### config.mk
export PLATFORM = sky130hd
export DESIGN_NAME = erdw_rx_top
export DESIGN_NICKNAME = d
export VERILOG_FILES = /design/src/shared/erdw_pkg.sv /design/src/rtl/erdw_wake_detect.sv /design/src/rtl/erdw_rx_top.sv
export VERILOG_INCLUDE_DIRS = /design/src /design/src/shared
export SDC_FILE = /design/constraint.sdc
export NUM_CORES = 1
export LEC_CHECK = 0
export ABC_AREA = 1
export BUFFER_PORTS_ARGS = -buffer_cell sky130_fd_sc_hd__buf_2
export CAP_MARGIN = 20
export CORE_MARGIN = 3
export CORE_UTILIZATION = 55
export CTS_BUF_LIST = sky130_fd_sc_hd__clkbuf_8
export DETAILED_ROUTE_END_ITERATION = 10
export MAX_ROUTING_LAYER = met4
export PLACE_DENSITY = 0.86
export RECOVER_POWER = 25
export SLEW_MARGIN = 20
export SYNTH_ARGS = -nofsm -noshare
export SYNTH_HDL_FRONTEND = slang
export SYNTH_SLANG_ARGS = --single-unit
### constraint.sdc
create_clock -name clk_in -period 4.7 [get_ports clk_in]
set_clock_uncertainty 0.1 [all_clocks]
set_input_delay 0.94 -clock clk_in [delete_from_list [all_inputs] [get_ports clk_in]]
set_output_delay 0.94 -clock clk_in [all_outputs]
set_load 0.01 [all_outputs]
### src/shared/erdw_defs.svh
// Register offsets, field positions, reset values and descriptor layout
// for the receive descriptor writer and wake pattern detector.
// Assumes inclusion by bare name from the package and design modules.
`ifndef ERDW_DEFS_SVH
`define ERDW_DEFS_SVH

`define ERDW_REG_CTRL       8'h00
`define ERDW_REG_STA_LO     8'h04
`define ERDW_REG_STA_HI     8'h08
`define ERDW_REG_RING_BASE  8'h0c
`define ERDW_REG_STATUS     8'h10
`define ERDW_REG_COUNTS     8'h14
`define ERDW_REG_CUR_DESC   8'h18
`define ERDW_REG_BUF_PTR    8'h1c

`define ERDW_CTRL_SWAP      0
`define ERDW_CTRL_WAKE      1
`define ERDW_CTRL_EXT       2
`define ERDW_CTRL_RESET     3'h0
`define ERDW_STAT_WAKE      0
`define ERDW_STAT_BUSY      1

`define ERDW_OFS_STATUS     32'h0000_0000
`define ERDW_OFS_PTR        32'h0000_0004
`define ERDW_OFS_EXT0       32'h0000_0008
`define ERDW_OFS_EXT1       32'h0000_000c
`define ERDW_SIZE_LEGACY    32'h0000_0008
`define ERDW_SIZE_EXT       32'h0000_0020

`define ERDW_BD_EMPTY       15
`define ERDW_BD_LAST        11
`define ERDW_BD_BCAST       7
`define ERDW_BD_MCAST       6
`define ERDW_BD_CRC         2
`define ERDW_BD_VLAN        2
`define ERDW_BD_IPV6        1

`define ERDW_ETYPE_VLAN     16'h8100
`define ERDW_ETYPE_IPV4     16'h0800
`define ERDW_ETYPE_IPV6     16'h86dd
`define ERDW_HDR_PLAIN      5'h0e
`define ERDW_HDR_TAGGED     5'h12
`define ERDW_POS_TYPE_HI    16'h000c
`define ERDW_POS_TYPE_LO    16'h000d
`define ERDW_POS_TCI        16'h000e
`define ERDW_POS_ITYPE_HI   16'h0010
`define ERDW_POS_ITYPE_LO   16'h0011
`define ERDW_POS_PROTO      16'h0017
`define ERDW_POS_PROTO_TAG  16'h001b
`define ERDW_POS_DA_LAST    16'h0005

`define ERDW_WAKE_SYNC      3'h6
`define ERDW_WAKE_LAST_COPY 4'hf
`define ERDW_WAKE_LAST_BYTE 3'h5

`endif

### src/shared/erdw_pkg.sv
// Types shared by the descriptor writer and the wake detector.
// Assumes erdw_defs.svh is on the include path.
`include "erdw_defs.svh"

package erdw_pkg;

  typedef enum logic [5:0] {
    ST_IDLE    = 6'b000001,
    ST_RD_STAT = 6'b000010,
    ST_RD_PTR  = 6'b000100,
    ST_WR_STAT = 6'b001000,
    ST_WR_EXT0 = 6'b010000,
    ST_WR_EXT1 = 6'b100000
  } erdw_state_e;

  typedef logic [31:0] erdw_word_t;

endpackage : erdw_pkg

### src/rtl/erdw_wake_detect.sv
// Wake pattern detector: sync run of all-ones bytes then sixteen station addresses.
// Assumes a byte stream on the same clock, one byte per valid cycle, last marks frame end.
`timescale 1ns/1ns
`default_nettype none
`include "erdw_defs.svh"

module erdw_wake_detect
  import erdw_pkg::*;
(
  input  wire logic        clk_in,
  input  wire logic        sys_rst_in,
  input  wire logic        enable_in,
  input  wire logic        byte_valid_in,
  input  wire logic [7:0]  byte_in,
  input  wire logic        last_in,
  input  wire logic [47:0] station_in,
  output logic             found_out
);

  logic [2:0] ff_run_reg;
  logic [2:0] sel_reg;
  logic [3:0] copy_reg;
  logic [7:0] expect_byte;
  logic       is_ff;
  logic       armed;
  logic       hit;
  logic       done;

  assign expect_byte = station_in[{sel_reg, 3'b000} +: 8];
  assign is_ff       = (byte_in == 8'hff);
  assign armed       = (ff_run_reg == `ERDW_WAKE_SYNC);
  assign hit         = (byte_in == expect_byte);
  assign done        = hit && (sel_reg == `ERDW_WAKE_LAST_BYTE) && (copy_reg == `ERDW_WAKE_LAST_COPY);

  // Search restarts on any mismatching byte, so the pattern may sit anywhere in the frame
  always_ff @(posedge clk_in) begin
    if (sys_rst_in || !enable_in) begin
      ff_run_reg <= 3'h0;
      sel_reg    <= 3'h0;
      copy_reg   <= 4'h0;
    end else if (byte_valid_in) begin
      if (last_in || (armed && done)) begin
        ff_run_reg <= 3'h0;
        sel_reg    <= 3'h0;
        copy_reg   <= 4'h0;
      end else if (!armed) begin
        ff_run_reg <= is_ff ? ff_run_reg + 3'h1 : 3'h0;
      end else if (is_ff && sel_reg == 3'h0 && copy_reg == 4'h0) begin
        ff_run_reg <= ff_run_reg;
      end else if (hit) begin
        if (sel_reg == `ERDW_WAKE_LAST_BYTE) begin
          sel_reg  <= 3'h0;
          copy_reg <= copy_reg + 4'h1;
        end else begin
          sel_reg <= sel_reg + 3'h1;
        end
      end else begin
        // Fewer than sixteen copies falls back to hunting for sync
        ff_run_reg <= is_ff ? 3'h1 : 3'h0;
        sel_reg    <= 3'h0;
        copy_reg   <= 4'h0;
      end
    end
  end

  always_ff @(posedge clk_in) begin
    if (sys_rst_in) begin
      found_out <= 1'b0;
    end else begin
      found_out <= enable_in && byte_valid_in && armed && done;
    end
  end

endmodule : erdw_wake_detect
`default_nettype wire

### src/rtl/erdw_rx_top.sv
// Receive descriptor writer with wake pattern detection and Wishbone registers.
// Assumes rx byte stream on clk_in, a word-wide memory master port with ack,
// and a classic Wishbone master for the control registers.
//
// Functional notes
// - Wake needs six all-ones bytes then sixteen back-to-back station addresses.
// - The wake pattern is searched at any byte position in the frame.
// - Sync followed by only six address copies raises no wake event.
// - Extended descriptors carry the priority code in bits 15..13 of half-word 0xA.
// - Priority is written only in extended format; legacy writes none.
// - Descriptor byte swap is disabled after reset.
// - Swap off: descriptor half-words and pointers use big-endian order.
// - Swap on: each descriptor word is byte-reversed for little-endian software.
// - Swap acts per 32-bit word, so length and status change places.
// - Legacy and extended formats use the same swap behaviour.
// - Buffer address comes from offset 0x4 (high half) and 0x6 (low).
// - Extended half-word 0xC holds header length high, protocol type low.
// - Priority is meaningful only in the descriptor marked last in frame.
// - Priority is copied from the received tag; 7 is highest.
// - A control register bit enables the descriptor byte swap.
//
// The Wishbone register port and the placing of the registers are this design's own decisions.
`timescale 1ns/1ns
`default_nettype none
`include "erdw_defs.svh"

module erdw_rx_top
  import erdw_pkg::*;
(
  input  wire logic        clk_in,
  input  wire logic        sys_rst_in,
  input  wire logic        wb_cyc_in,
  input  wire logic        wb_stb_in,
  input  wire logic        wb_we_in,
  input  wire logic [7:0]  wb_adr_in,
  input  wire logic [3:0]  wb_sel_in,
  input  wire logic [31:0] wb_dat_in,
  output logic [31:0]      wb_dat_out,
  output logic             wb_ack_out,
  input  wire logic        rx_valid_in,
  input  wire logic [7:0]  rx_data_in,
  input  wire logic        rx_last_in,
  input  wire logic        rx_crc_err_in,
  output logic             mem_req_out,
  output logic             mem_we_out,
  output logic [31:0]      mem_adr_out,
  output logic [31:0]      mem_dat_out,
  input  wire logic [31:0] mem_dat_in,
  input  wire logic        mem_ack_in,
  output logic [31:0]      buf_ptr_out,
  output logic             buf_ptr_valid_out,
  output logic             desc_done_out,
  output logic             wake_flag_out
);

  // Byte reversal of a whole word; its own inverse
  function automatic erdw_word_t brev(input erdw_word_t w);
    brev = {w[7:0], w[15:8], w[23:16], w[31:24]};
  endfunction : brev

  // Word image of half-words at offsets +0 and +2 in memory order
  function automatic erdw_word_t fmt(input logic [15:0] h0, input logic [15:0] h2, input logic swap);
    fmt = swap ? {h0, h2} : brev({h0, h2});
  endfunction : fmt

  // Register file
  logic [2:0]  ctrl_reg;
  logic [31:0] sta_lo_reg;
  logic [15:0] sta_hi_reg;
  logic [31:0] ring_base_reg;
  logic [31:0] desc_addr_reg;
  logic [15:0] frame_cnt_reg;
  logic [15:0] drop_cnt_reg;
  logic        ack_reg;
  logic [31:0] wmask;
  logic [31:0] rd_next;
  logic        bus_wr;
  logic        bus_rd;
  logic [7:0]  reg_ofs;

  // Frame parser
  logic [15:0] pos_reg;
  logic        bc_reg;
  logic        mc_reg;
  logic        tagged_reg;
  logic [2:0]  pcp_reg;
  logic [15:0] type_reg;
  logic [7:0]  proto_reg;
  logic        tag_now;
  logic        fin_byte;
  logic        wake_hit;

  // Descriptor engine
  erdw_state_e state_reg;
  logic        swap_l_reg;
  logic        ext_l_reg;
  logic [15:0] len_l_reg;
  logic        bc_l_reg;
  logic        mc_l_reg;
  logic        crc_l_reg;
  logic        tag_l_reg;
  logic        ipv6_l_reg;
  logic [2:0]  pcp_l_reg;
  logic [7:0]  proto_l_reg;
  logic [2:0]  keep_bits_reg;
  logic        wrap_reg;
  logic        start;
  logic        ack_now;
  logic        finish;
  logic        not_empty;
  erdw_word_t  rd_word;
  logic [15:0] stat_half;
  logic [15:0] ext_a_half;
  logic [15:0] ext_c_half;

  genvar lane;
  generate
    for (lane = 0; lane < 4; lane = lane + 1) begin : g_lane
      assign wmask[8*lane +: 8] = {8{wb_sel_in[lane]}};
    end
  endgenerate

  assign reg_ofs = {wb_adr_in[7:2], 2'b00};
  assign bus_rd  = wb_cyc_in && wb_stb_in && !ack_reg;
  // Writes land on the edge where the master sees ack
  assign bus_wr  = wb_cyc_in && wb_stb_in && wb_we_in && ack_reg;

  always_comb begin
    rd_next = 32'h0000_0000;
    unique case (reg_ofs)
      `ERDW_REG_CTRL:      rd_next = {29'h0, ctrl_reg};
      `ERDW_REG_STA_LO:    rd_next = sta_lo_reg;
      `ERDW_REG_STA_HI:    rd_next = {16'h0, sta_hi_reg};
      `ERDW_REG_RING_BASE: rd_next = ring_base_reg;
      `ERDW_REG_STATUS:    rd_next = {30'h0, state_reg != ST_IDLE, wake_flag_out};
      `ERDW_REG_COUNTS:    rd_next = {drop_cnt_reg, frame_cnt_reg};
      `ERDW_REG_CUR_DESC:  rd_next = desc_addr_reg;
      `ERDW_REG_BUF_PTR:   rd_next = buf_ptr_out;
      default:             rd_next = 32'h0000_0000;
    endcase
  end

  always_ff @(posedge clk_in) begin
    if (sys_rst_in) begin
      ack_reg    <= 1'b0;
      wb_ack_out <= 1'b0;
      wb_dat_out <= 32'h0000_0000;
    end else begin
      ack_reg    <= bus_rd;
      wb_ack_out <= bus_rd;
      if (bus_rd) begin
        wb_dat_out <= rd_next;
      end
    end
  end

  always_ff @(posedge clk_in) begin
    if (sys_rst_in) begin
      ctrl_reg      <= `ERDW_CTRL_RESET;
      sta_lo_reg    <= 32'h0000_0000;
      sta_hi_reg    <= 16'h0000;
      ring_base_reg <= 32'h0000_0000;
    end else if (bus_wr) begin
      unique case (reg_ofs)
        `ERDW_REG_CTRL:      ctrl_reg <= (ctrl_reg & ~wmask[2:0]) | (wb_dat_in[2:0] & wmask[2:0]);
        `ERDW_REG_STA_LO:    sta_lo_reg <= (sta_lo_reg & ~wmask) | (wb_dat_in & wmask);
        `ERDW_REG_STA_HI:    sta_hi_reg <= (sta_hi_reg & ~wmask[15:0]) | (wb_dat_in[15:0] & wmask[15:0]);
        `ERDW_REG_RING_BASE: ring_base_reg <= (ring_base_reg & ~wmask) | (wb_dat_in & wmask);
        default:             ctrl_reg <= ctrl_reg;
      endcase
    end
  end

  // Sticky wake flag, write one to clear; a new hit beats the clear
  always_ff @(posedge clk_in) begin
    if (sys_rst_in) begin
      wake_flag_out <= 1'b0;
    end else if (wake_hit) begin
      wake_flag_out <= 1'b1;
    end else if (bus_wr && reg_ofs == `ERDW_REG_STATUS && wb_sel_in[0] && wb_dat_in[`ERDW_STAT_WAKE]) begin
      wake_flag_out <= 1'b0;
    end
  end

  erdw_wake_detect u_wake (
    .clk_in        (clk_in),
    .sys_rst_in    (sys_rst_in),
    .enable_in     (ctrl_reg[`ERDW_CTRL_WAKE]),
    .byte_valid_in (rx_valid_in),
    .byte_in       (rx_data_in),
    .last_in       (rx_last_in),
    .station_in    ({sta_hi_reg, sta_lo_reg}),
    .found_out     (wake_hit)
  );

  assign fin_byte = rx_valid_in && rx_last_in;
  assign tag_now  = ({type_reg[15:8], rx_data_in} == `ERDW_ETYPE_VLAN);

  always_ff @(posedge clk_in) begin
    if (sys_rst_in) begin
      pos_reg    <= 16'h0000;
      bc_reg     <= 1'b0;
      mc_reg     <= 1'b0;
      tagged_reg <= 1'b0;
      pcp_reg    <= 3'h0;
      type_reg   <= 16'h0000;
      proto_reg  <= 8'h00;
    end else if (rx_valid_in) begin
      pos_reg <= rx_last_in ? 16'h0000 : pos_reg + 16'h0001;
      if (pos_reg == 16'h0000) begin
        bc_reg     <= (rx_data_in == 8'hff);
        mc_reg     <= rx_data_in[0];
        tagged_reg <= 1'b0;
        pcp_reg    <= 3'h0;
        proto_reg  <= 8'h00;
      end else if (pos_reg <= `ERDW_POS_DA_LAST) begin
        bc_reg <= bc_reg && (rx_data_in == 8'hff);
      end
      if (pos_reg == `ERDW_POS_TYPE_HI) begin
        type_reg[15:8] <= rx_data_in;
      end
      if (pos_reg == `ERDW_POS_TYPE_LO) begin
        type_reg[7:0] <= rx_data_in;
        tagged_reg    <= tag_now;
      end
      if (tagged_reg && pos_reg == `ERDW_POS_TCI) begin
        pcp_reg <= rx_data_in[7:5];
      end
      if (tagged_reg && pos_reg == `ERDW_POS_ITYPE_HI) begin
        type_reg[15:8] <= rx_data_in;
      end
      if (tagged_reg && pos_reg == `ERDW_POS_ITYPE_LO) begin
        type_reg[7:0] <= rx_data_in;
      end
      if (type_reg == `ERDW_ETYPE_IPV4 &&
          pos_reg == (tagged_reg ? `ERDW_POS_PROTO_TAG : `ERDW_POS_PROTO)) begin
        proto_reg <= rx_data_in;
      end
    end
  end

  // Frame summary is latched only when the engine is free
  assign start = fin_byte && (state_reg == ST_IDLE);

  always_ff @(posedge clk_in) begin
    if (sys_rst_in) begin
      swap_l_reg  <= 1'b0;
      ext_l_reg   <= 1'b0;
      len_l_reg   <= 16'h0000;
      bc_l_reg    <= 1'b0;
      mc_l_reg    <= 1'b0;
      crc_l_reg   <= 1'b0;
      tag_l_reg   <= 1'b0;
      ipv6_l_reg  <= 1'b0;
      pcp_l_reg   <= 3'h0;
      proto_l_reg <= 8'h00;
    end else if (start) begin
      swap_l_reg  <= ctrl_reg[`ERDW_CTRL_SWAP];
      ext_l_reg   <= ctrl_reg[`ERDW_CTRL_EXT];
      len_l_reg   <= pos_reg + 16'h0001;
      bc_l_reg    <= bc_reg;
      mc_l_reg    <= mc_reg && !bc_reg;
      crc_l_reg   <= rx_crc_err_in;
      tag_l_reg   <= tagged_reg;
      ipv6_l_reg  <= (type_reg == `ERDW_ETYPE_IPV6);
      pcp_l_reg   <= pcp_reg;
      proto_l_reg <= proto_reg;
    end
  end

  assign ack_now   = mem_req_out && mem_ack_in;
  assign rd_word   = swap_l_reg ? mem_dat_in : brev(mem_dat_in);
  assign not_empty = !rd_word[16 + `ERDW_BD_EMPTY];
  assign finish    = ack_now && ((state_reg == ST_WR_STAT && !ext_l_reg) || state_reg == ST_WR_EXT1);

  // One descriptor per frame, so last-in-frame is always set with the priority
  always_comb begin
    stat_half                = {1'b0, keep_bits_reg, 12'h000};
    stat_half[`ERDW_BD_LAST] = 1'b1;
    stat_half[`ERDW_BD_BCAST] = bc_l_reg;
    stat_half[`ERDW_BD_MCAST] = mc_l_reg;
    stat_half[`ERDW_BD_CRC]  = crc_l_reg;
    ext_a_half               = {pcp_l_reg, 13'h0000};
    ext_a_half[`ERDW_BD_VLAN] = tag_l_reg;
    ext_a_half[`ERDW_BD_IPV6] = ipv6_l_reg;
    ext_c_half               = {tag_l_reg ? `ERDW_HDR_TAGGED : `ERDW_HDR_PLAIN, 3'h0, proto_l_reg};
  end

  always_ff @(posedge clk_in) begin
    if (sys_rst_in) begin
      state_reg         <= ST_IDLE;
      mem_req_out       <= 1'b0;
      mem_we_out        <= 1'b0;
      mem_adr_out       <= 32'h0000_0000;
      mem_dat_out       <= 32'h0000_0000;
      keep_bits_reg     <= 3'h0;
      wrap_reg          <= 1'b0;
      buf_ptr_out       <= 32'h0000_0000;
      buf_ptr_valid_out <= 1'b0;
    end else begin
      buf_ptr_valid_out <= 1'b0;
      unique case (state_reg)
        ST_IDLE: begin
          if (start) begin
            state_reg <= ST_RD_STAT;
          end
        end
        ST_RD_STAT: begin
          if (!mem_req_out) begin
            mem_req_out <= 1'b1;
            mem_we_out  <= 1'b0;
            mem_adr_out <= desc_addr_reg + `ERDW_OFS_STATUS;
          end else if (ack_now) begin
            mem_req_out   <= 1'b0;
            keep_bits_reg <= rd_word[30:28];
            wrap_reg      <= rd_word[29];
            // A descriptor still owned by software drops the frame
            state_reg     <= not_empty ? ST_IDLE : ST_RD_PTR;
          end
        end
        ST_RD_PTR: begin
          if (!mem_req_out) begin
            mem_req_out <= 1'b1;
            mem_adr_out <= desc_addr_reg + `ERDW_OFS_PTR;
          end else if (ack_now) begin
            mem_req_out       <= 1'b0;
            buf_ptr_out       <= rd_word;
            buf_ptr_valid_out <= 1'b1;
            state_reg         <= ST_WR_STAT;
          end
        end
        ST_WR_STAT: begin
          if (!mem_req_out) begin
            mem_req_out <= 1'b1;
            mem_we_out  <= 1'b1;
            mem_adr_out <= desc_addr_reg + `ERDW_OFS_STATUS;
            mem_dat_out <= fmt(stat_half, len_l_reg, swap_l_reg);
          end else if (ack_now) begin
            mem_req_out <= 1'b0;
            state_reg   <= ext_l_reg ? ST_WR_EXT0 : ST_IDLE;
          end
        end
        ST_WR_EXT0: begin
          if (!mem_req_out) begin
            mem_req_out <= 1'b1;
            mem_adr_out <= desc_addr_reg + `ERDW_OFS_EXT0;
            mem_dat_out <= fmt(16'h0000, ext_a_half, swap_l_reg);
          end else if (ack_now) begin
            mem_req_out <= 1'b0;
            state_reg   <= ST_WR_EXT1;
          end
        end
        ST_WR_EXT1: begin
          if (!mem_req_out) begin
            mem_req_out <= 1'b1;
            mem_adr_out <= desc_addr_reg + `ERDW_OFS_EXT1;
            mem_dat_out <= fmt(ext_c_half, 16'h0000, swap_l_reg);
          end else if (ack_now) begin
            mem_req_out <= 1'b0;
            state_reg   <= ST_IDLE;
          end
        end
        default: begin
          state_reg   <= ST_IDLE;
          mem_req_out <= 1'b0;
        end
      endcase
    end
  end

  // Software write of the ring base takes priority over the hardware advance
  always_ff @(posedge clk_in) begin
    if (sys_rst_in) begin
      desc_addr_reg <= 32'h0000_0000;
    end else if (bus_wr && reg_ofs == `ERDW_REG_RING_BASE) begin
      desc_addr_reg <= (ring_base_reg & ~wmask) | (wb_dat_in & wmask);
    end else if (finish) begin
      desc_addr_reg <= wrap_reg ? ring_base_reg
                     : desc_addr_reg + (ext_l_reg ? `ERDW_SIZE_EXT : `ERDW_SIZE_LEGACY);
    end
  end

  always_ff @(posedge clk_in) begin
    if (sys_rst_in) begin
      frame_cnt_reg <= 16'h0000;
      drop_cnt_reg  <= 16'h0000;
      desc_done_out <= 1'b0;
    end else begin
      desc_done_out <= finish;
      if (finish) begin
        frame_cnt_reg <= frame_cnt_reg + 16'h0001;
      end
      if ((fin_byte && state_reg != ST_IDLE) || (ack_now && state_reg == ST_RD_STAT && not_empty)) begin
        drop_cnt_reg <= drop_cnt_reg + 16'h0001;
      end
    end
  end

endmodule : erdw_rx_top
`default_nettype wire

# Word-level counts from Yosys, hierarchy flattened
# Index checks and enable logic that the tools add are counted.
[op_classes]
add_sub_neg = 10
n_mul = 0
div = 0
magnitude_cmp = 1
eq_ne = 49
shift = 1
muxes = 72
bitwise_logic = 16
n_reduce_logical = 78
[ops]
columns = ["operator", "count"]
rows = [
  ["$mux 32", 13],
  ["$pmux 32 s8", 1],
  ["$pmux 32 s4", 1],
  ["$and 32x32->32", 3],
  ["$pmux 32 s3", 1],
  ["$mux 6", 12],
  ["$add 32x4->32 const B", 2],
  ["$or 32x32->32", 2],
  ["$add 16x1->16 const B", 3],
  ["$eq 16x4->1 const B", 3],
  ["$mux 8", 6],
  ["$shiftx 48x7->8", 1],
  ["$mux 3", 13],
  ["$pmux 6 s6", 1],
  ["$ne 2x2->1 const B", 17],
  ["$add 32x3->32 const B", 1],
  ["$add 32x6->32", 1],
  ["$and 16x16->16", 2],
  ["$eq 16x16->1 const B", 2],
  ["$eq 16x5->1 const B", 2],
  ["$not 32->32", 1],
  ["$eq 6x3->1 const B", 5],
  ["$logic_and 1x1->1", 30],
  ["$mux 27", 1],
  ["other kinds (45)", 103],
]
[word_totals]
reg_bits = 382
latchBits = 0
ramBits = 0
rom_bits = 0
inputBits = 93
output_inout_bits = 134
word_cells = 269
memories = 0

# Longest topological paths before layout
# Gate-level depths: netlist of the first run.
[logic_depth]
ltp_word = 8
depth_mapped = 20

# Hierarchy
# A second synthesis of the first run with hierarchy kept.
[unflattened]
hier_cells = 3492
area_unflattened_um2 = 21689.6
[modules_own_cells]
columns = ["module", "instances", "cells_per_inst", "area_per_inst_um2", "seq_area_each_um2"]
rows = [
  ["erdw_rx_top", 1, 3124, 19787.7, 7407.1],
  ["erdw_wake_detect", 1, 368, 1901.8, 220.2],
]

# Least setup slack after synthesis of the first run
# OpenSTA, ideal clock, no wires.
[synth_timing]
path_type = "in2reg"
start = "in wb_adr_in[7]"
end = "reg with a tool-made name"
setup_time_ns = 0.128
t_arrival_ns = 2.417
required_time_ns = 4.472
slack_ns = 2.055
stages = 9
n_path_buf = 1
path_cell_list = "nor2_1 > nand3b_1 > nor3_2 > inv_2 > nor2_2 > nand2_1 > clkbuf_1 > o21ai_0 > a21oi_1"
[synth_lines]
columns = ["item", "line_no", "text"]
rows = [
  ["from (decl)", "erdw_rx_top.sv:35", "input wire logic [7:0] wb_adr_in,"],
]

# Worst setup path after layout of the first run
[layout_timing]
start = "in wb_adr_in[2]"
end = "reg wb_dat_out[12]"
[layout_via]
elab_chain_len = 2
elab_cells_between_ends = 9
classes_between = "eq/ne (7); mux (1); reduce/logical (1)"
[layout_lines]
columns = ["item", "line_no", "text"]
rows = [
  ["$eq 6x3->1, or another cell as far along", "erdw_rx_top.sv:130", "unique case (reg_ofs)"],
  ["$pmux 32 s8 *", "erdw_rx_top.sv:130", ""],
  ["to (signal assigned)", "erdw_rx_top.sv:152", "wb_dat_out <= rd_next;"],
  ["to (decl)", "erdw_rx_top.sv:38", "output logic [31:0] wb_dat_out,"],
]
# Every way passes the cells marked *; elsewhere a longest branch is shown, timed or not.
# A chain may end at the register's enable or synchronous reset.

==> flow_summary.json, run 1 <==
{
  "outcome": "complete, but fails checks",
  "violations": "max-capacitance violations, max-slew violations",
  "h-tree-depth": 3,
  "slew_viol_final": 39,
  "fin_ws_ns": 1.20,
  "avgRoutedWirePerCell_um": 21.4,
  "grt-ovfl-total": 0,
  "synth.distinct_cells": 59,
  "hold_buffers": 0,
  "syn_area_um2": 19300,
  "vias": 21600,
  "dieWidth_um": 193,
  "met3_length_um": 9500,
  "grt_pass1_wl_um": 114000,
  "synthSimpleGateAreaFrac_pct": 24.3,
  "drive_above_1_share_pct": 9.36,
  "finalCriticalPeriod_ns": 3.50,
  "timing.max_cap.violations": 1,
  "drt_pass1_iterations": 6,
  "synth_compound_area_share_pct": 24.3,
  "async_reset_ff_share_pct": 0,
  "ios": 227,
  "ys_seq_elements": 381,
  "tightestPinTransition_ns": 1.60,
  "cts-root-buf": "clkbuf_8",
  "crit_slowest_cell": "clkbuf_1",
  "reg2reg_to": "mem_dat_out[6]$_SDFFE_PP0P_",
  "place_ws_ns": 1.07,
  "holdPathStages": 2,
  "avgViaCountPerCell": 6.14,
  "rsz0062_at_grt": "false",
  "die_area_um2": 37400,
  "core-area_um2": 34600,
  "grt_util_all_layers_pct": 39.2,
  "p_per_area_nw_per_um2": 355,
  "cts_setup_buffers": 0,
  "layout_worst_path_cycle_share_pct": 74.6,
  "clk_pin_slew_worst_paths_ns": 0.07,
  "syn_avg_cell_area_um2": 6.80,
  "crit_arrival_ns": 3.87,
  "peakVddDrop_v": 0.000368,
  "critPathTopFamily": "buffers and inverters",
  "antenna_found_initial": 3,
  "synthXorXnorAreaFrac_pct": 1.50,
  "cp_max_fo": 19,
  "setup_tns_ns": 0,
  "crit_type": "input pin to register",
  "drc": 0,
  "worst-path-stages": 10,
  "ys_top_cells_by_area": "dfxtp_1 (39%), nand2_1 (13%), a21oi_1 (7.9%)",
  "min_to": "mem_adr_out[14]$_SDFFE_PP0P_",
  "hold-worst-slack_ns": 0.366,
  "crit_path_frequent_cell": "inv_1",
  "cp_cell_sequence": "buf_2 > inv_1 > nor2_1 > nand3_1 > clkbuf_1 > inv_1 > nand2_1 > o21ai_0 > o31ai_1 > a21oi_1",
  "hold_viol": 0,
  "cpPeakStageDelay_ns": 0.89,
  "synth_top_family_by_area": "compound AO/OA/AOI/OAI gates",
  "rows": 68,
  "post_cts_resized": 0,
  "syn_inst": 2841,
  "yosysTopAreaCell": "dfxtp_1",
  "grt_start_max_net_pins": 99,
  "setup_violations": 0,
  "cts_buffers": 68,
  "wl_um": 75100,
  "fin_nets": 3127,
  "synthesis.nets": 2951,
  "wl_met2_um": 32400,
  "synth_edf_count": 0,
  "cts.sinks": 381,
  "cts_tree": "done",
  "wl_met1_um": 31000,
  "ys_seq_area_share_pct": 39.5,
  "relSlewSlack_pct": -6.50,
  "startpoint_type": "input pin",
  "area_delta_synth_final_pct": 12.5,
  "clk_latency_ns": 0.64,
  "synthAdderAreaFrac_pct": 1.14,
  "r2r-start": "state_reg[0]$_SDFFE_PP1P_",
  "synth_top_area_share_pct": 39.5,
  "hpwlAfterDp_um": 55600,
  "crit_required_ns": 5.07,
  "ys.flop_type": "dfxtp_1",
  "ys_warn_count": 0,
  "end_kind": "register",
  "max_freq_mhz": 285,
  "ff2ff_path_depth": 11,
  "synthMuxAreaShare_pct": 0.0518,
  "clockBufferDepth": 3,
  "crit_buf_inv": 4,
  "ant_nets": 0,
  "rrSetupSlack_ns": 1.23,
  "drt_iter0_drc": 2894,
  "hp-class": "register to register",
  "top_layer": "met4",
  "globalplace.congestion": 1.01,
  "p_leak_nw": 8.14,
  "die_y_um": 193,
  "hold_path_startpoint": "mem_adr_out[14]$_SDFFE_PP0P_",
  "grt_pass1_vias": 20100,
  "io_buffers": 224,
  "start_util_pct": 55.8
}
-- worst register-to-register path, delay by kind of cell (launching register included) --
family	cells	cell delay, ns
buffers and inverters	3	0.81
and+or+nand+nor	6	1.28
DFF	1	0.33
AOI/OAI and AO/OA	2	0.82
-- per-layer routing --
layer  track usage [%]  vias up
li1                  -     9909
met4              12.5        0
met3              8.29      155
met5                 -        -
met1              53.9    10100
met2              58.0     1437
-- cells in the final DEF, fill, tap and decap left out, types with 22 or more instances in the layout --
cell type  instances
a21oi_1          304
a221oi_1          22
a31oi_1           77
buf_2            112
buf_4             22
clkbuf_1         113
clkbuf_8          77
dfxtp_1          380
inv_1            321
nand2_1          668
nand3_1          124
nand4_1           36
nor2_1           178
nor3_1            35
o21ai_0          301
o22ai_1           43
xor2_1            32
-- worst max-delay path by stage --
stage / from / to / slack, ns
floorplan: wb_adr_in[7] / register / 2.06
global placement: wb_adr_in[7] / desc_addr_reg[27]$_SDFFE_PP0P_ / 1.15
detailed placement: wb_adr_in[7] / desc_addr_reg[15]$_SDFFE_PP0P_ / 1.07
CTS: state_reg[0]$_SDFFE_PP1P_ / mem_adr_out[28]$_SDFFE_PP0P_ / 1.34
global route: state_reg[2]$_SDFFE_PP0P_ / mem_adr_out[28]$_SDFFE_PP0P_ / 0.94
finish: wb_adr_in[2] / wb_dat_out[12]$_SDFFE_PP0P_ / 1.20
-- metrics by stage --
| step | std cells | power, mW | util, % | instance area (um^2) |
|---|---|---|---|---|
| 6_report | 3515 | 7.72 | 62.8 | 21700 |
| 5_1_grt | 3515 | 7.98 | 62.8 | 21700 |
| 4_1_cts | 3512 | 7.71 | 63.2 | 21900 |
| 3_5_place_dp | 3402 | 4.81 | 59.6 | 20600 |
| 3_3_place_gp | 3402 | 4.78 | 59.6 | 20600 |
| 2_1_floorplan | 2841 | 4.36 | - | 19300 |
-- cell type report --
class,instances,area [um^2]
clock inverters,33,174
inverters,325,1220
fillers,3265,12900
flip-flops and latches,381,7630
diodes,3,7.51
multi-input cells,1993,9900
clock buffers,77,1060
repair buffers,248,1170
well taps,455,569
-- where the power goes --
part / internal (mW) / switching (mW)
clock: 1.54 / 1.43
sequential: 3.43 / 0.153
combinational: 0.325 / 0.841
total: 5.30 / 2.42
-- cells in the mapped netlist (all sizes together) (10+ instances only) --
| library cell | instances |
|---|---|
| nand2 | 675 |
| dfxtp | 381 |
| inv | 318 |
| o21ai | 313 |
| a21oi | 304 |
| nor2 | 195 |
| nand3 | 129 |
| clkbuf | 118 |
| a31oi | 77 |
| o22ai | 44 |
| nor3 | 40 |
| nand4 | 37 |
| xor2 | 32 |
| buf | 24 |
| a221oi | 22 |
| o211ai | 20 |
| o221ai | 20 |
| nor4 | 19 |
| ha | 16 |
| o21a | 10 |
-- cell families (layout without fill, tap and decap cells) --
family	Yosys count	after routing
buf+inv	467	683
compound gates	838	838
xor+xnor	33	33
fa+ha+maj	17	17
mux	1	1
simple gates	1104	1104
flops	381	381
other cells	0	3
No activity file was read; power rests on OpenSTA's default activity.
==> run 2, diff against run 1 <==
--- a/config.mk
+++ b/config.mk
@@ -14,7 +14,7 @@
 export CTS_BUF_LIST = sky130_fd_sc_hd__clkbuf_8
 export DETAILED_ROUTE_END_ITERATION = 10
 export MAX_ROUTING_LAYER = met4
-export PLACE_DENSITY = 0.86
+export PLACE_DENSITY = 0.89
 export RECOVER_POWER = 25
 export SLEW_MARGIN = 20
 export SYNTH_ARGS = -nofsm -noshare
==> constraint.sdc (replaced) <==
create_clock -name clk_in -period 3.05 [get_ports clk_in]
set_clock_uncertainty 0.1 [all_clocks]
set_input_delay 0.61 -clock clk_in [delete_from_list [all_inputs] [get_ports clk_in]]
set_output_delay 0.61 -clock clk_in [all_outputs]
set_load 0.01 [all_outputs]
==> run 2 against run 1 <==
Sequential share of layout area fell by 0.78 points. Combinational power up 55%. Core utilization rose by 1.4 points. Worst setup slack got worse by 1.0 ns. First-iteration DRC count decreased by 8.2%. Clock-buffer cell count increased by 6. Register-to-register slack got worse by 1.0 ns. Die area unchanged. The flow still finishes with violations (max-capacitance violations, max-slew violations). Total power up 56%. Non-clock buffer count is 47 higher. Critical path depth increased by 9.
==> flow_summary.json, run 2 (same netlist as run 1, synthesis figures left out) <==
{
  "outcome": "complete, but fails checks",
  "violations": "max-capacitance violations, max-slew violations",
  "rsz0062_at_grt": "false",
  "rows": 68,
  "cts_tree": "done",
  "grt_pass1_vias": 20000,
  "avgViaCountPerCell": 6.09,
  "finalCoreUtilization_pct": 64.2,
  "crit_path_frequent_cell": "nand2_1",
  "fillers": 3226,
  "area_delta_synth_final_pct": 15.0,
  "grt_util_all_layers_pct": 39.9,
  "layout_worst_path_cycle_share_pct": 93.8,
  "cpPeakStageDelay_ns": 0.38,
  "die_area_um2": 37400,
  "layout_common_cells": "nand2_1 (667), dfxtp_1 (380), inv_1 (323)",
  "globalplace.congestion": 1.06,
  "hold_viol": 0,
  "antenna_found_initial": 5,
  "ios": 227,
  "crit_required_ns": 3.44,
  "drt_iter0_drc": 2658,
  "cts.sinks": 381,
  "p_leak_nw": 8.49,
  "cts_setup_buffers": 0,
  "cp_cell_sequence": "nor2_2 > and2_1 > nand3_2 > buf_4 > inv_1 > ha_1 > nand2_1 > nand2_1 > nand2_1 > nor2_1 > nand2_1 > o21ai_2 > nand2_2 > nor2_4 > nand3_2 > clkinv_1 > nand2_1 > nand2_1 > a31oi_1",
  "timing.max_cap.violations": 1,
  "clk_latency_ns": 0.63,
  "crit_slowest_cell": "dfxtp_1",
  "clockBufferDepth": 3,
  "peakVddDrop_v": 0.000462,
  "post_cts_resized": 0,
  "cts_buffers": 66,
  "crit_type": "register to register",
  "avgRoutedWirePerCell_um": 21.3,
  "cts-root-buf": "clkbuf_8",
  "max_freq_mhz": 350,
  "end_kind": "register",
  "critPathTopFamily": "simple AND/OR/NAND/NOR gates",
  "hold_buffers": 0,
  "h-tree-depth": 3,
  "grt_start_max_net_pins": 119,
  "dpl-instance-area_um2": 21100,
  "wl_um": 76000,
  "hp-class": "input pin to register",
  "drc": 0,
  "startpoint_type": "register",
  "p_total_mw": 12.0,
  "fin_cells": 3572,
  "final_common_cell": "nand2_1",
  "hpwlAfterDp_um": 57300,
  "cp_max_fo": 9,
  "clk_pin_slew_worst_paths_ns": 0.06,
  "io_buffers": 224,
  "p_per_area_nw_per_um2": 540,
  "vias": 21700,
  "relSlewSlack_pct": -18.1,
  "fin_nets": 3172,
  "setup_violations": 0,
  "crit_buf_inv": 3,
  "dieWidth_um": 193,
  "core-area_um2": 34600,
  "dp.cells": 3449,
  "multi_input_area_um2": 9890,
  "tightestPinTransition_ns": 1.77,
  "ant_nets": 0,
  "drive_above_1_share_pct": 11.1,
  "seq_area_um2": 7630,
  "setup_tns_ns": 0,
  "grt_pass1_wl_um": 115000,
  "crit_arrival_ns": 3.25,
  "design_area_um2": 22200,
  "finalCriticalPeriod_ns": 2.86,
  "drt_pass1_iterations": 6,
  "grt-ovfl-total": 0,
  "slew_viol_final": 34,
  "die_y_um": 193,
  "start_util_pct": 55.8
}
[run 2: worst paths after layout]
check	cells past startpoint	slack (ns)	endpoint	from
worst max-delay path	19	0.19	mem_adr_out[31]$_SDFFE_PP0P_	state_reg[0]$_SDFFE_PP1P_
worst min-delay path	3	0.15	buf_ptr_out[0]$_SDFFE_PP0P_	mem_dat_in[24]
worst max register to register	19	0.19	mem_adr_out[31]$_SDFFE_PP0P_	state_reg[0]$_SDFFE_PP1P_
worst min register to register	2	0.36	register	register
[run 2: per-layer routing]
metal  track usage, %  vias up  routed length, um
li1                 -    10000                  -
met1             53.5    10100              31000
met2             60.5     1383              33800
met3             7.26      211               8280
met4             15.1        0               2920
met5                -        -                  0
[run 2: layout make-up]
type / count / area share (%)
antenna: 6 / 0.0676
clock buffer: 83 / 5.14
clock inverter: 34 / 0.704
inverter: 325 / 5.50
multi-input combinational: 1993 / 44.5
sequential: 381 / 34.3
tap: 455 / 2.56
timing repair buffer: 295 / 7.17
[run 2: tightest hold or removal path: cells and delay by family]
family | cells | cell delay [ns]
AO/OA/AOI/OAI | 1 | 0.07
buffers and inverters | 1 | 0.10
AND/OR/NAND/NOR | 1 | 0.06
[run 2: report_power, final]
part           leakage [nW]  internal [mW]  switching, mW
clock network         0.764           2.46           2.22
registers              3.08           5.29          0.236
logic                  4.65          0.531           1.28
[run 2: through the flow]
step           hold WS, ns  setup WS, ns
2_1_floorplan        0.316         0.557
3_3_place_gp         0.346         0.181
3_5_place_dp         0.353        0.0280
4_1_cts              0.125        0.0872
5_1_grt              0.148        0.0248
6_report             0.152         0.191
